--- src/pkg/gpt_pkg.sv ---
// gpt_pkg: register map, control layout, codes and reset values of the
// 32-bit general purpose timer.
// assumes a 32-bit byte-addressed register port and one core clock.
package gpt_pkg;

  // ----------------------------------------------------------------
  // register byte addresses
  // ----------------------------------------------------------------
  localparam logic [31:0] GPT_ADDR_RELOAD   = 32'hffff0320;
  localparam logic [31:0] GPT_ADDR_CURRENT  = 32'hffff0324;
  localparam logic [31:0] GPT_ADDR_CONTROL  = 32'hffff0328;
  localparam logic [31:0] GPT_ADDR_CLEAR    = 32'hffff032c;
  localparam logic [31:0] GPT_ADDR_CAPTURE  = 32'hffff0330;
  localparam logic [31:0] GPT_ADDR_STATUS   = 32'hffff0334;
  localparam logic [31:0] GPT_ADDR_INT_EN   = 32'hffff0338;
  localparam logic [31:0] GPT_ADDR_STAT_CLR = 32'hffff033c;

  // ----------------------------------------------------------------
  // reset values
  // ----------------------------------------------------------------
  localparam logic [31:0] GPT_RST_RELOAD  = 32'h00000000;
  localparam logic [31:0] GPT_RST_COUNT   = 32'hffffffff;
  localparam logic [31:0] GPT_RST_CONTROL = 32'h01000000;
  localparam logic [31:0] GPT_RST_CAPTURE = 32'h00000000;
  localparam logic [7:0]  GPT_RST_POST    = 8'h01;

  // ----------------------------------------------------------------
  // control register layout, msb first
  // ----------------------------------------------------------------
  typedef struct packed {
    logic [7:0] post;
    logic       post_en;
    logic [2:0] rsvd;
    logic       post_flag;
    logic       post_src;
    logic       cap_en;
    logic [4:0] event_sel;
    logic [2:0] clk_sel;
    logic       up;
    logic       enable;
    logic       periodic;
    logic [1:0] format;
    logic [3:0] prescale;
  } gpt_ctrl_t;

  // register port request
  typedef struct packed {
    logic [31:0] addr;
    logic [31:0] wdata;
    logic        wr;
    logic        rd;
  } gpt_bus_req_t;

  // ----------------------------------------------------------------
  // field codes
  // ----------------------------------------------------------------
  localparam logic [2:0]  GPT_CLK_CORE   = 3'h0;
  localparam logic [2:0]  GPT_CLK_LPOSC  = 3'h1;
  localparam logic [2:0]  GPT_CLK_PIN_A  = 3'h2;
  localparam logic [2:0]  GPT_CLK_PIN_B  = 3'h3;
  localparam logic [3:0]  GPT_PRE_DIV16  = 4'h4;
  localparam logic [3:0]  GPT_PRE_DIV256 = 4'h8;
  localparam logic [3:0]  GPT_PRE_DIV32K = 4'hf;
  localparam logic [14:0] GPT_TERM_DIV1  = 15'h0000;
  localparam logic [14:0] GPT_TERM_DIV16 = 15'h000f;
  localparam logic [14:0] GPT_TERM_D256  = 15'h00ff;
  localparam logic [14:0] GPT_TERM_D32K  = 15'h7fff;
  localparam logic [1:0]  GPT_FMT_BIN    = 2'h0;
  localparam logic [1:0]  GPT_FMT_HMS24  = 2'h2;
  localparam logic [1:0]  GPT_FMT_HMS256 = 2'h3;

  // clock-style field limits: hundredths, seconds, minutes, hours
  localparam logic [7:0]  GPT_LIM_HUND   = 8'h63;
  localparam logic [7:0]  GPT_LIM_SECMIN = 8'h3b;
  localparam logic [7:0]  GPT_LIM_HR24   = 8'h17;
  localparam logic [7:0]  GPT_LIM_HR256  = 8'hff;

  // status / enable / clear bit positions
  localparam int          GPT_ST_TIMER   = 0;
  localparam int          GPT_ST_CAPTURE = 1;

endpackage

--- src/verilog/gpt_step.sv ---
// gpt_step: next counter value and wrap flag for one count step,
// binary or hours:minutes:seconds:hundredths.
// assumes each clock-style field is one byte, hours in the top byte.
`timescale 1ns/10ps
`default_nettype none
module gpt_step (
  // current value and mode
  input  wire logic [31:0] cur,
  input  wire logic        up,
  input  wire logic [1:0]  format,
  // result
  output logic      [31:0] next_val,
  output logic             wrap
);
  import gpt_pkg::*;

  logic [7:0] lim [4];
  logic [4:0] carry;
  logic [31:0] hms_val;

  assign lim[0] = GPT_LIM_HUND;
  assign lim[1] = GPT_LIM_SECMIN;
  assign lim[2] = GPT_LIM_SECMIN;
  assign lim[3] = (format == GPT_FMT_HMS24) ? GPT_LIM_HR24 : GPT_LIM_HR256;
  assign carry[0] = 1'b1;

  // ripple carry/borrow through the four clock fields
  genvar i;
  generate
    for (i = 0; i < 4; i++) begin : g_field
      logic [7:0] f;
      assign f = cur[8*i +: 8];
      assign carry[i+1] = carry[i] & (up ? (f >= lim[i]) : (f == 8'h00));
      assign hms_val[8*i +: 8] = !carry[i] ? f :
                                 up ? ((f >= lim[i]) ? 8'h00 : 8'(f + 8'h01)) :
                                      ((f == 8'h00) ? lim[i] : 8'(f - 8'h01));
    end
  endgenerate

  always_comb begin
    if (format == GPT_FMT_BIN) begin
      next_val = up ? 32'(cur + 32'h1) : 32'(cur - 32'h1);
      wrap     = up ? (cur == 32'hffffffff) : (cur == 32'h00000000);
    end else begin
      next_val = hms_val;
      wrap     = carry[4];
    end
  end

endmodule
`default_nettype wire

--- src/verilog/gpt_timer.sv ---
// gpt_timer: 32-bit up/down timer with prescaler, clock-style format,
// event capture, post-scaler, reload and a level interrupt.
// assumes pins and the low-power oscillator are asynchronous and slow
// against the core clock; irq sources are on the core clock.
`timescale 1ns/10ps
`default_nettype none

module gpt_timer (
  // clock and reset
  input  wire logic                  clock,
  input  wire logic                  rst,
  input  wire logic                  clk_en,
  // register port
  input  wire gpt_pkg::gpt_bus_req_t bus_req,
  output logic                [31:0] bus_rdata,
  // asynchronous clock sources
  input  wire logic                  lp_osc_clk,
  input  wire logic                  pin_gpio_a,
  input  wire logic                  pin_gpio_b,
  // chip state and events
  input  wire logic                  low_power,
  input  wire logic           [31:0] irq_sources,
  // interrupt
  output logic                       irq
);
  import gpt_pkg::*;

  typedef struct packed {
    logic [31:0] reload;
    logic [31:0] cnt;
    gpt_ctrl_t   ctrl;
    logic [31:0] cap;
    logic [7:0]  post_cnt;
    logic [1:0]  status;
    logic [1:0]  int_en;
    logic [2:0]  sync1;
    logic [2:0]  sync2;
    logic        src_prev;
    logic [31:0] irq_prev;
    logic [14:0] presc;
    logic [31:0] rdata;
  } gpt_state_t;

  // all ones count out of reset
  localparam gpt_state_t GPT_RST_STATE = '{
    reload:   GPT_RST_RELOAD,
    cnt:      GPT_RST_COUNT,
    ctrl:     GPT_RST_CONTROL,
    cap:      GPT_RST_CAPTURE,
    post_cnt: GPT_RST_POST, // control reads 0x01000000 out of reset
    status:   2'h0,
    int_en:   2'h0,
    sync1:    3'h0,
    sync2:    3'h0,
    src_prev: 1'b0,
    irq_prev: 32'h00000000,
    presc:    15'h0000,
    rdata:    32'h00000000
  };

  gpt_state_t  q;
  gpt_state_t  n;

  logic        wr_reload;
  logic        wr_control;
  logic        wr_clear;
  logic        wr_int_en;
  logic        wr_stat_clr;
  logic        src_level;
  logic        src_tick;
  logic [14:0] term;
  logic        pre_tick;
  logic [31:0] step_val;
  logic        step_wrap;
  logic        timeout;
  logic [7:0]  post_target;
  logic        post_match;
  logic        timer_event;
  logic        cap_hit;
  gpt_ctrl_t   ctrl_wr;
  gpt_ctrl_t   ctrl_rd;

  // ----------------------------------------------------------------
  // register decode
  // ----------------------------------------------------------------
  assign wr_reload   = bus_req.wr && (bus_req.addr == GPT_ADDR_RELOAD);
  assign wr_control  = bus_req.wr && (bus_req.addr == GPT_ADDR_CONTROL);
  assign wr_clear    = bus_req.wr && (bus_req.addr == GPT_ADDR_CLEAR);
  assign wr_int_en   = bus_req.wr && (bus_req.addr == GPT_ADDR_INT_EN);
  assign wr_stat_clr = bus_req.wr && (bus_req.addr == GPT_ADDR_STAT_CLR);
  assign ctrl_wr     = gpt_ctrl_t'(bus_req.wdata);

  // ----------------------------------------------------------------
  // source select and prescaler
  // ----------------------------------------------------------------
  // sync2 bits: [0] lp osc, [1] pin a, [2] pin b
  always_comb begin
    unique case (q.ctrl.clk_sel)
      GPT_CLK_LPOSC: src_level = q.sync2[0];
      GPT_CLK_PIN_A: src_level = q.sync2[1];
      GPT_CLK_PIN_B: src_level = q.sync2[2];
      default:       src_level = 1'b0;
    endcase
  end

  // core clock stops in low power, the other sources do not
  assign src_tick = (q.ctrl.clk_sel == GPT_CLK_CORE) ? !low_power
                                                     : (src_level && !q.src_prev);

  always_comb begin
    unique case (q.ctrl.prescale)
      GPT_PRE_DIV16:  term = GPT_TERM_DIV16;
      GPT_PRE_DIV256: term = GPT_TERM_D256;
      GPT_PRE_DIV32K: term = GPT_TERM_D32K;
      default:        term = GPT_TERM_DIV1;
    endcase
  end

  assign pre_tick = q.ctrl.enable && src_tick && (q.presc >= term);

  // ----------------------------------------------------------------
  // count step, post-scaler, capture
  // ----------------------------------------------------------------
  gpt_step u_step (
    .cur      (q.cnt),
    .up       (q.ctrl.up),
    .format   (q.ctrl.format),
    .next_val (step_val),
    .wrap     (step_wrap)
  );

  assign timeout     = pre_tick && step_wrap;
  assign post_target = (q.ctrl.post == 8'h00) ? 8'h01 : q.ctrl.post;
  // bit 18 routes the interrupt through the post-scaler
  assign post_match  = timeout && q.ctrl.post_src && (8'(q.post_cnt + 8'h01) == post_target);
  assign timer_event = q.ctrl.post_src ? post_match : timeout;
  // each rising edge of the chosen source captures; a held level does not
  assign cap_hit     = q.ctrl.cap_en && irq_sources[q.ctrl.event_sel] && !q.irq_prev[q.ctrl.event_sel];

  always_comb begin
    ctrl_rd           = q.ctrl;
    ctrl_rd.post      = q.post_cnt;
    ctrl_rd.rsvd      = 3'h0;
  end

  // ----------------------------------------------------------------
  // next state
  // ----------------------------------------------------------------
  always_comb begin
    n          = q;
    n.sync1    = {pin_gpio_b, pin_gpio_a, lp_osc_clk};
    n.sync2    = q.sync1;
    n.src_prev = src_level;
    n.irq_prev = irq_sources;
    n.rdata    = 32'h00000000;

    if (!q.ctrl.enable) begin
      n.presc = 15'h0000;
    end else if (src_tick) begin
      n.presc = (q.presc >= term) ? 15'h0000 : 15'(q.presc + 15'h0001);
    end

    // clear write reloads at once, else periodic reloads on wrap
    if (wr_clear) begin
      n.cnt = q.reload;
    end else if (pre_tick) begin
      n.cnt = (step_wrap && q.ctrl.periodic) ? q.reload : step_val;
    end

    if (cap_hit) begin
      n.cap = q.cnt;
    end

    if (timeout && q.ctrl.post_src) begin
      n.post_cnt = post_match ? 8'h00 : 8'(q.post_cnt + 8'h01);
    end

    if (wr_reload) begin
      n.reload = bus_req.wdata;
    end
    if (wr_control) begin
      n.ctrl           = ctrl_wr;
      n.ctrl.rsvd      = 3'h0;
      n.ctrl.post_flag = q.ctrl.post_flag;
      n.post_cnt       = 8'h00;
    end
    if (wr_int_en) begin
      n.int_en = bus_req.wdata[1:0];
    end

    // clears first so that a same-cycle event wins
    if (wr_clear) begin
      n.status[GPT_ST_TIMER] = 1'b0;
      n.ctrl.post_flag       = 1'b0;
    end
    if (wr_stat_clr) begin
      n.status = q.status & ~bus_req.wdata[1:0];
    end
    if (post_match) begin
      n.ctrl.post_flag = 1'b1;
    end
    if (timer_event) begin
      n.status[GPT_ST_TIMER] = 1'b1;
    end
    if (cap_hit) begin
      n.status[GPT_ST_CAPTURE] = 1'b1;
    end

    if (bus_req.rd) begin
      unique case (bus_req.addr)
        GPT_ADDR_RELOAD:  n.rdata = q.reload;
        GPT_ADDR_CURRENT: n.rdata = q.cnt;
        GPT_ADDR_CONTROL: n.rdata = ctrl_rd;
        GPT_ADDR_CAPTURE: n.rdata = q.cap;
        GPT_ADDR_STATUS:  n.rdata = {30'h0, q.status};
        GPT_ADDR_INT_EN:  n.rdata = {30'h0, q.int_en};
        default:          n.rdata = 32'h00000000;
      endcase
    end
  end

  // clk_en low freezes everything, synchronisers included
  always_ff @(posedge clock or posedge rst) begin
    if (rst) begin
      q <= GPT_RST_STATE;
    end else if (clk_en) begin
      q <= n;
    end
  end

  // ----------------------------------------------------------------
  // outputs
  // ----------------------------------------------------------------
  assign bus_rdata = q.rdata;
  assign irq       = |(q.status & q.int_en);
endmodule
`default_nettype wire
--- config.mk ---
export PLATFORM = sky130hd
export DESIGN_NAME = gpt_timer
export DESIGN_NICKNAME = d
export VERILOG_FILES = /design/src/pkg/gpt_pkg.sv /design/src/verilog/gpt_step.sv /design/src/verilog/gpt_timer.sv
export SDC_FILE = /design/constraint.sdc
export NUM_CORES = 1
export LEC_CHECK = 0
export ABC_CLOCK_PERIOD_IN_PS = 10300
export CORE_MARGIN = 1
export CORE_UTILIZATION = 55
export DETAILED_ROUTE_END_ITERATION = 6
export DONT_BUFFER_PORTS = 1
export GPL_TIMING_DRIVEN = 0
export PLACE_DENSITY_LB_ADDON = 0.15
export RECOVER_POWER = 50
export SETUP_SLACK_MARGIN = 0.4
export SLEW_MARGIN = 20
export SYNTH_ARGS = -nofsm -noshare
export SYNTH_HDL_FRONTEND = slang
export SYNTH_SLANG_ARGS = --single-unit
--- constraint.sdc ---
create_clock -name clock -period 10.3 [get_ports clock]
set_input_delay 1.545 -clock clock [delete_from_list [all_inputs] [get_ports clock]]
set_output_delay 1.545 -clock clock [all_outputs]
set_load 0.02 [all_outputs]
==> run summary, run 1 <==
===========================================================================================
Biggest fanout along the worst timing path ...................................           69
Main flop type after synthesis ............................................... sky130_fd_sc_hd__dfrtp_1
Clock root cell .............................................................. sky130_fd_sc_hd__clkbuf_16
Vias in the first global route ...............................................        12000
Worst setup path startpoint ..................................................          rst
Post-route fraction of the period consumed by the critical path ..............        57.5%
WL met3 ......................................................................      3490 um
Setup fix buffers added after clock tree synthesis ...........................            0
Count of pins over their slew limit ..........................................          126
WHS ..........................................................................       505 ps
Cell with the largest stage delay on the worst path .......................... sky130_fd_sc_hd__clkbuf_1
Global placer's final weighted congestion ....................................        0.988
Initial DRT Pass Iterations ..................................................            7
Routed vias ..................................................................        12600
CP arrival ...................................................................      5710 ps
Clock sink total .............................................................          223
Netlist cell types ...........................................................           82
Largest area contributor in the synthesized netlist .......................... sky130_fd_sc_hd__dfrtp_1
Startpoint of the tightest hold check path ...................................        q[80]
Number of design-rule violations left by the first detailed-router iteration .         1184
Total global routing overflow ................................................            0
Count of nets left with antenna violations after detail routing ..............            0
Clk Latency, worst-skew pair .................................................       540 ps
Number of CTS-inserted buffers ...............................................           25
Synth top area share .........................................................        32.3%
Initial antenna violation count ..............................................            0
Nets .........................................................................         1763
Worst R2R End ................................................................  ctrl_rd[27]
WHS Endpoint .................................................................        q[80]
Post-route DRC ...............................................................            2
Sequential cell fraction of total power ......................................        43.3%
Per-instance average area after synthesis ....................................    9.35 um^2
Warnings, synthesis ..........................................................            0
Sequence of cells on the critical path ....................................... clkinvlp_2, clkbuf_1
Part of the power in combinational logic .....................................        13.8%
Setup repair after global routing missed its margin ..........................        false
Setup_tns ....................................................................         0 ps
Fin cells ....................................................................         1951
Achievable clock frequency ...................................................      169 MHz
Class of the tightest hold or removal check ..................................   reg -> reg
Worst R2R Path Depth .........................................................           13
Leakage ......................................................................   0.00705 uW
Resized Gates After CTS ......................................................            0
Vias per cell ................................................................         6.46
# placed instances ...........................................................         1905
Syn_nets .....................................................................         1734
Sequential element share of the synthesized area .............................        38.4%
Max-slew headroom ............................................................        -147%
Synth Cell Area ..............................................................   14700 um^2
Outcome ...................................................................... finished with violations
CTS Hold Bufs ................................................................            0
Power Dens Cells .............................................................  136 nW/um^2
Die extent in x ..............................................................       165 um
HPWL Detailed ................................................................     33800 um
Count of input and output buffers ............................................            0
Syn Inst Count ...............................................................         1568
Worst reg-to-reg setup slack .................................................      5830 ps
Total setup violations reported at the end of the flow .......................            0
Layout Skew ..................................................................      20.7 ps
Failing checks ............................................................... design-rule violations, max-capacitance violations, max-slew violations
Required time reported for the critical path endpoint ........................     10080 ps
Power Internal ...............................................................      1590 uW
Util after Layout ............................................................        61.1%
Setup crit end kind .......................................................... asynchronous set/reset pin
VDD IR max ...................................................................     0.143 mV
Wire length on met1 ..........................................................     19600 um
Clock tree from TritonCTS ....................................................        built
Total number of placement rows ...............................................           59
Number of levels in the clock H-tree .........................................            1
Clk pwr share ................................................................        42.8%
Kind of start point of the critical path ..................................... primary input
Critical Setup Path Class ....................................................  in -> async
Most common library cells after synthesis .................................... sky130_fd_sc_hd__dfrtp_1, sky130_fd_sc_hd__nand2_1, sky130_fd_sc_hd__mux2_2
Fraction of layout instances using a drive strength above 1 ..................        15.8%
Count of fill cells added during filler insertion ............................         2313
Clock transition at path regs ................................................        60 ps
Fraction of registers with async set/reset ...................................         100%
Number of synthesized flops with an enable pin ...............................            0
Overall die area .............................................................   27300 um^2
Placeable core region ........................................................   26100 um^2
Total global routing track utilization .......................................        32.9%
Buffers plus inverters on the worst setup path ...............................            2
Number of cells on the worst hold path .......................................            1
Worst stage delay on the critical path .......................................      2680 ps
Maximum clock insertion buffer count .........................................            3
Switching share of power .....................................................        27.0%
Net switching power ..........................................................       587 uW
Count of endpoints failing hold in the final timing report ...................            0
Maximum number of pins on one net before global-route repair .................          101
Routed wire per std cell .....................................................      22.9 um
Area overhead of the layout relative to synthesis ............................        8.90%
Reg-to-reg critical path startpoint ..........................................   ctrl_rd[2]
Total Wirelength .............................................................     44700 um
Cell class contributing the biggest share of worst-path delay ................ buffers and inverters
Starting density of the core .................................................        56.1%
Total of max-cap violations ..................................................            2
Antenna cells ................................................................            0
Overall die height ...........................................................       165 um
Area post-placement ..........................................................   15100 um^2
Worst slew pin tran ..........................................................      3700 ps
Highest metal used ...........................................................         met4
IO Count .....................................................................          138
Cell with the most instances after synthesis ................................. sky130_fd_sc_hd__dfrtp_1
First-pass GRT wire length ...................................................     68700 um
Final standard cell area without fillers .....................................   16000 um^2
Routed wl met2 ...............................................................     20500 um
Leading post-synthesis cells by cell area .................................... sky130_fd_sc_hd__dfrtp_1, sky130_fd_sc_hd__mux2_2, sky130_fd_sc_hd__dfstp_2
Number of synthesized register bits ..........................................          223
Post-layout min period .......................................................      5930 ps
===========================================================================================
-- per-stage QoR --
stage	total power, uW	setup slack (ps)
finish	2170	4370
global route	2250	3270
CTS	2180	5880
detailed placement	1250	5720
global placement	1240	172
floorplan	1170	2710
-- logic make-up (layout without fill, tap and decap cells) --
| group | Yosys count | after routing | share of synthesized area, % |
|---|---|---|---|
| muxes | 134 | 134 | 10.2 |
| AOI/OAI and AO/OA | 446 | 446 | 20.7 |
| DFF | 223 | 223 | 38.4 |
| buffers and inverters | 216 | 264 | 6.83 |
| and+or+nand+nor | 421 | 421 | 14.6 |
| xor gates and xnor gates | 67 | 67 | 4.00 |
| adders and majority gates | 61 | 61 | 5.26 |
-- final cells by class --
class                           instances  area (um^2)  share of cell area, %
Inverter                               81          307                   1.92
Sequential cell                       223         5620                   35.2
Clock inverter                         11          138                  0.862
Clock buffer                           35          713                   4.47
Timing Repair Buffer                    2         31.3                  0.196
Multi-Input combinational cell       1129         8040                   50.3
Buffer                                135          697                   4.37
Tap cell                              335          419                   2.63
-- layout by cell type (no fill, tap or decap), types with 12 or more instances in the layout --
cell type	netlist	final
sky130_fd_sc_hd__nand2_1	123	123
sky130_fd_sc_hd__buf_4	32	32
sky130_fd_sc_hd__mux2_2	114	114
sky130_fd_sc_hd__dfrtp_1	189	189
sky130_fd_sc_hd__a31oi_1	22	22
sky130_fd_sc_hd__and3_1	15	15
sky130_fd_sc_hd__nor4_1	15	15
sky130_fd_sc_hd__a211oi_1	25	25
sky130_fd_sc_hd__nor3_1	19	19
sky130_fd_sc_hd__buf_1	14	12
sky130_fd_sc_hd__nand3_1	44	44
sky130_fd_sc_hd__a221oi_1	28	28
sky130_fd_sc_hd__a21oi_1	82	82
sky130_fd_sc_hd__dfstp_2	34	34
sky130_fd_sc_hd__o22ai_1	39	39
sky130_fd_sc_hd__inv_1	80	79
sky130_fd_sc_hd__clkbuf_1	75	83
sky130_fd_sc_hd__a21o_1	21	21
sky130_fd_sc_hd__nand4_1	27	27
sky130_fd_sc_hd__nor2_1	82	82
sky130_fd_sc_hd__a22o_1	29	29
sky130_fd_sc_hd__o21ai_0	90	90
sky130_fd_sc_hd__xor2_1	31	31
sky130_fd_sc_hd__or3_1	16	16
sky130_fd_sc_hd__xnor2_1	36	36
sky130_fd_sc_hd__nor3b_1	20	20
sky130_fd_sc_hd__nor2b_1	16	16
sky130_fd_sc_hd__ha_1	60	60
sky130_fd_sc_hd__mux2i_1	16	16
sky130_fd_sc_hd__o211ai_1	18	18
sky130_fd_sc_hd__clkbuf_16	0	25
-- worst max path at each step --
stage	to	slack, ps	depth (start not counted)
floorplan	bus_rdata[0]	2710	1
global placement	q[215]	170	1
detailed placement	q[180]	5720	8
CTS	ctrl_rd[27]	5880	13
global route	bus_rdata[15]	3270	2
finish	bus_rdata[15]	4370	2
-- metal layers --
layer,global-route usage (%),vias to the layer above
met5,0,-
met4,9.30,0
met2,52.7,548
met3,4.82,71
li1,-,5847
met1,46.2,6128
-- flip-flops by register name, indices dropped and copies added (netlist names) --
name	cells
n	3
bus_rdata	32
q	159
ctrl_rd	29
-- power groups by stage --
stage	registers, uW	clock network (uW)	logic (uW)
after floorplan	947	0	223
after global placement	955	0	286
after detailed placement	956	0	292
after CTS	941	939	295
after global routing	945	974	328
final	942	931	300
Power figures use the tool's default switching activity.
==> run 2: changes to the inputs <==
--- a/config.mk
+++ b/config.mk
@@ -5,7 +5,7 @@
 export SDC_FILE = /design/constraint.sdc
 export NUM_CORES = 1
 export LEC_CHECK = 0
-export ABC_CLOCK_PERIOD_IN_PS = 10300
+export ABC_CLOCK_PERIOD_IN_PS = 6000
 export CORE_MARGIN = 1
 export CORE_UTILIZATION = 55
 export DETAILED_ROUTE_END_ITERATION = 6
==> constraint.sdc (replaced) <==
create_clock -name clock -period 6 [get_ports clock]
set_input_delay 0.9 -clock clock [delete_from_list [all_inputs] [get_ports clock]]
set_output_delay 0.9 -clock clock [all_outputs]
set_load 0.02 [all_outputs]
==> run 2 against run 1 <==
Effect of this change:
- the run still ends with design-rule violations, max-capacitance violations, max-slew violations left
- final area down 0.24%
- critical endpoint is now ctrl_rd[27]
- final cell count up 0.26%
- first-iteration DRC count down 6.3%
- wire length about the same
- via count up 0.28%
- global-route usage up 0.073 points
- sequential share of layout area up 0.086 points
- critical path depth up 11
- count of clock-buffer cells in the layout up 3
- clock skew up 0.59 ps
==> run summary, run 2 (synthesized netlist as in run 1, its figures left out) <==
===========================================================================================
Outcome ...................................................................... finished with violations   unchanged
Sequence of cells on the critical path ....................................... nand4_1, o31ai_1, inv_1, ha_1, a21o_1, a31oi_1, or3_1, a311o_1, a21boi_1, clkbuf_1, a41oi_1, nand2_1, o21ai_0   was clkinvlp_2, clkbuf_1
Setup_tns ....................................................................         0 ps   unchanged
Maximum clock insertion buffer count .........................................            3   unchanged
Clk pwr share ................................................................        41.5%   was 42.8%
Area overhead of the layout relative to synthesis ............................        8.64%   was 8.90%
Fraction of layout instances using a drive strength above 1 ..................        15.4%   was 15.8%
Setup fix buffers added after clock tree synthesis ...........................            0   unchanged
Net switching power ..........................................................       996 uW   was 587 uW
Initial DRT Pass Iterations ..................................................            7   unchanged
Count of input and output buffers ............................................            0   unchanged
Area post-placement ..........................................................   15300 um^2   was 15100 um^2
Resized Gates After CTS ......................................................            0   unchanged
Clock sink total .............................................................          223   unchanged
Starting density of the core .................................................        56.1%   unchanged
Worst stage delay on the critical path .......................................       580 ps   was 2680 ps
Power Internal ...............................................................      2660 uW   was 1590 uW
Clock transition at path regs ................................................        60 ps   about the same
Count of nets left with antenna violations after detail routing ..............            0   unchanged
Final standard cell area without fillers .....................................   15900 um^2   was 16000 um^2
Layout Skew ..................................................................      21.3 ps   was 20.7 ps
Maximum number of pins on one net before global-route repair .................           41   was 101
Critical Setup Path Class ....................................................   reg -> reg   was in -> async
Number of levels in the clock H-tree .........................................            1   unchanged
Nets .........................................................................         1769   was 1763
Number of CTS-inserted buffers ...............................................           25   unchanged
Kind of start point of the critical path .....................................    flip-flop   was primary input
Sequential cell fraction of total power ......................................        44.2%   was 43.3%
Total global routing overflow ................................................            0   unchanged
Post-route DRC ...............................................................            2   unchanged
Die extent in x ..............................................................       165 um   unchanged
Leading cell type in the layout, fill and taps excluded ...................... sky130_fd_sc_hd__dfrtp_1   unchanged
Overall die area .............................................................   27300 um^2   unchanged
Worst slew pin tran ..........................................................      1840 ps   was 3700 ps
Overall die height ...........................................................       165 um   unchanged
Initial antenna violation count ..............................................            0   unchanged
Global placer's final weighted congestion ....................................        0.993   was 0.988
HPWL Detailed ................................................................     34300 um   was 33800 um
Count of endpoints failing hold in the final timing report ...................            0   unchanged
Setup repair after global routing missed its margin ..........................        false   unchanged
Post-layout min period .......................................................      4400 ps
Post-route fraction of the period consumed by the critical path ..............        73.3%
Leakage ......................................................................   0.00702 uW   was 0.00705 uW
Clock root cell .............................................................. sky130_fd_sc_hd__clkbuf_16   unchanged
Total of max-cap violations ..................................................            4   was 2
Power Dens Cells .............................................................  229 nW/um^2   was 136 nW/um^2
Total setup violations reported at the end of the flow .......................            0   unchanged
Count of pins over their slew limit ..........................................          125   was 126
Total number of placement rows ...............................................           59   unchanged
Placeable core region ........................................................   26100 um^2   unchanged
CTS Hold Bufs ................................................................            0   unchanged
Count of fill cells added during filler insertion ............................         2306   was 2313
Biggest register .............................................................            q   unchanged
Number of design-rule violations left by the first detailed-router iteration .         1109   was 1184
Vias per cell ................................................................         6.46   about the same
Clock tree from TritonCTS ....................................................        built   unchanged
Required time reported for the critical path endpoint ........................      6410 ps   was 10080 ps
Antenna cells ................................................................            0   unchanged
CP arrival ...................................................................      4810 ps   was 5710 ps
Max-slew headroom ............................................................       -22.5%   was -147%
Failing checks ............................................................... design-rule violations, max-capacitance violations, max-slew violations   unchanged
Vias in the first global route ...............................................        12300   was 12000
First-pass GRT wire length ...................................................     68600 um   was 68700 um
Cell with the largest stage delay on the worst path .......................... sky130_fd_sc_hd__a21boi_1   was sky130_fd_sc_hd__clkbuf_1
VDD IR max ...................................................................     0.194 mV   was 0.143 mV
Clk Latency, worst-skew pair .................................................       530 ps   was 540 ps
Setup crit end kind ..........................................................    flip-flop   was asynchronous set/reset pin
Achievable clock frequency ...................................................      227 MHz
Part of the power in combinational logic .....................................        14.2%   was 13.8%
Total global routing track utilization .......................................        33.0%   was 32.9%
Switching share of power .....................................................        27.3%   was 27.0%
Class of the tightest hold or removal check ..................................  in -> async   was reg -> reg
Routed vias ..................................................................        12600   about the same
Routed wire per std cell .....................................................      22.9 um   about the same
Biggest fanout along the worst timing path ...................................           10   was 69
IO Count .....................................................................          138   unchanged
Flip-flop count of the largest register, all copies and words added ..........          159   unchanged
Total Wirelength .............................................................     44800 um   was 44700 um
Commonest cells after routing, fill and taps aside ........................... sky130_fd_sc_hd__dfrtp_1, sky130_fd_sc_hd__nand2_1, sky130_fd_sc_hd__mux2_2   unchanged
===========================================================================================
-- run 2: changes by cell type in the layout (fill, tap and decap cells not counted), sizes merged --
| cell | change |
|---|---|
| bufinv | -1 |
| inv | -2 |
| clkinv | -1 |
| clkbuf | +9 |
-- run 2: power by group through the flow --
stage          combinational (uW)  sequential, uW  clock [uW]
6_report                      520            1620        1520
5_1_grt                       570            1620        1580
3_3_place_gp                  490            1640           0
4_1_cts                       521            1610        1520
2_1_floorplan                 383            1630           0
3_5_place_dp                  516            1640           0
-- run 2: final timing paths --
kind	from	to	slack (ps)	depth (start not counted)
worst max-delay path	ctrl_rd[2]	ctrl_rd[27]	1600	13
worst min-delay path	rst	q[166]	470	1
worst max register to register	ctrl_rd[2]	ctrl_rd[27]	1600	13
worst min register to register	q[77]	q[77]	500	1
max in group asynchronous	rst	q[155]	1970	4
min in group clock	irq_sources[27]	q[74]	490	2
-- run 2: critical path: cells and delay by family, from the launching register on --
family | cells | cell delay, ps
AO/OA/AOI/OAI | 7 | 1970
AND/OR/NAND/NOR | 3 | 900
buffers and inverters | 2 | 640
flip-flops | 1 | 450
adder cells (fa/ha/maj) | 1 | 320
-- run 2: metal layers --
layer  share of wire, %  wire length, um  track usage, %
met1                 42            18900            44.6
met2                 46            20600            52.8
met3                8.9             3980            6.27
met4                2.8             1260            11.4
met5                  0                0               0
-- run 2: metrics by stage --
step | utilization, % | worst slack, ps | power, uW | hold WS (ps) | std cells
final | 60.9 | 1600 | 3650 | 466 | 1956
after detailed placement | 58.4 | 1670 | 2160 | 488 | 1911
after CTS | 61.4 | 1630 | 3660 | 422 | 1956
after global routing | 60.9 | 1260 | 3770 | 494 | 1956
after floorplan | - | 2220 | 2010 | 472 | 1568
after global placement | 57.7 | 927 | 2130 | 483 | 1903
-- run 2: cell type report --
class	count	area, um^2	share of cell area, %
Multi-Input combinational cell	1129	8040	50.5
Tap cell	335	419	2.63
Clock buffer	38	704	4.42
Inverter	81	307	1.92
Timing Repair Buffer	8	46.3	0.291
Clock inverter	7	92.6	0.581
Sequential cell	223	5620	35.3
Buffer	135	697	4.38
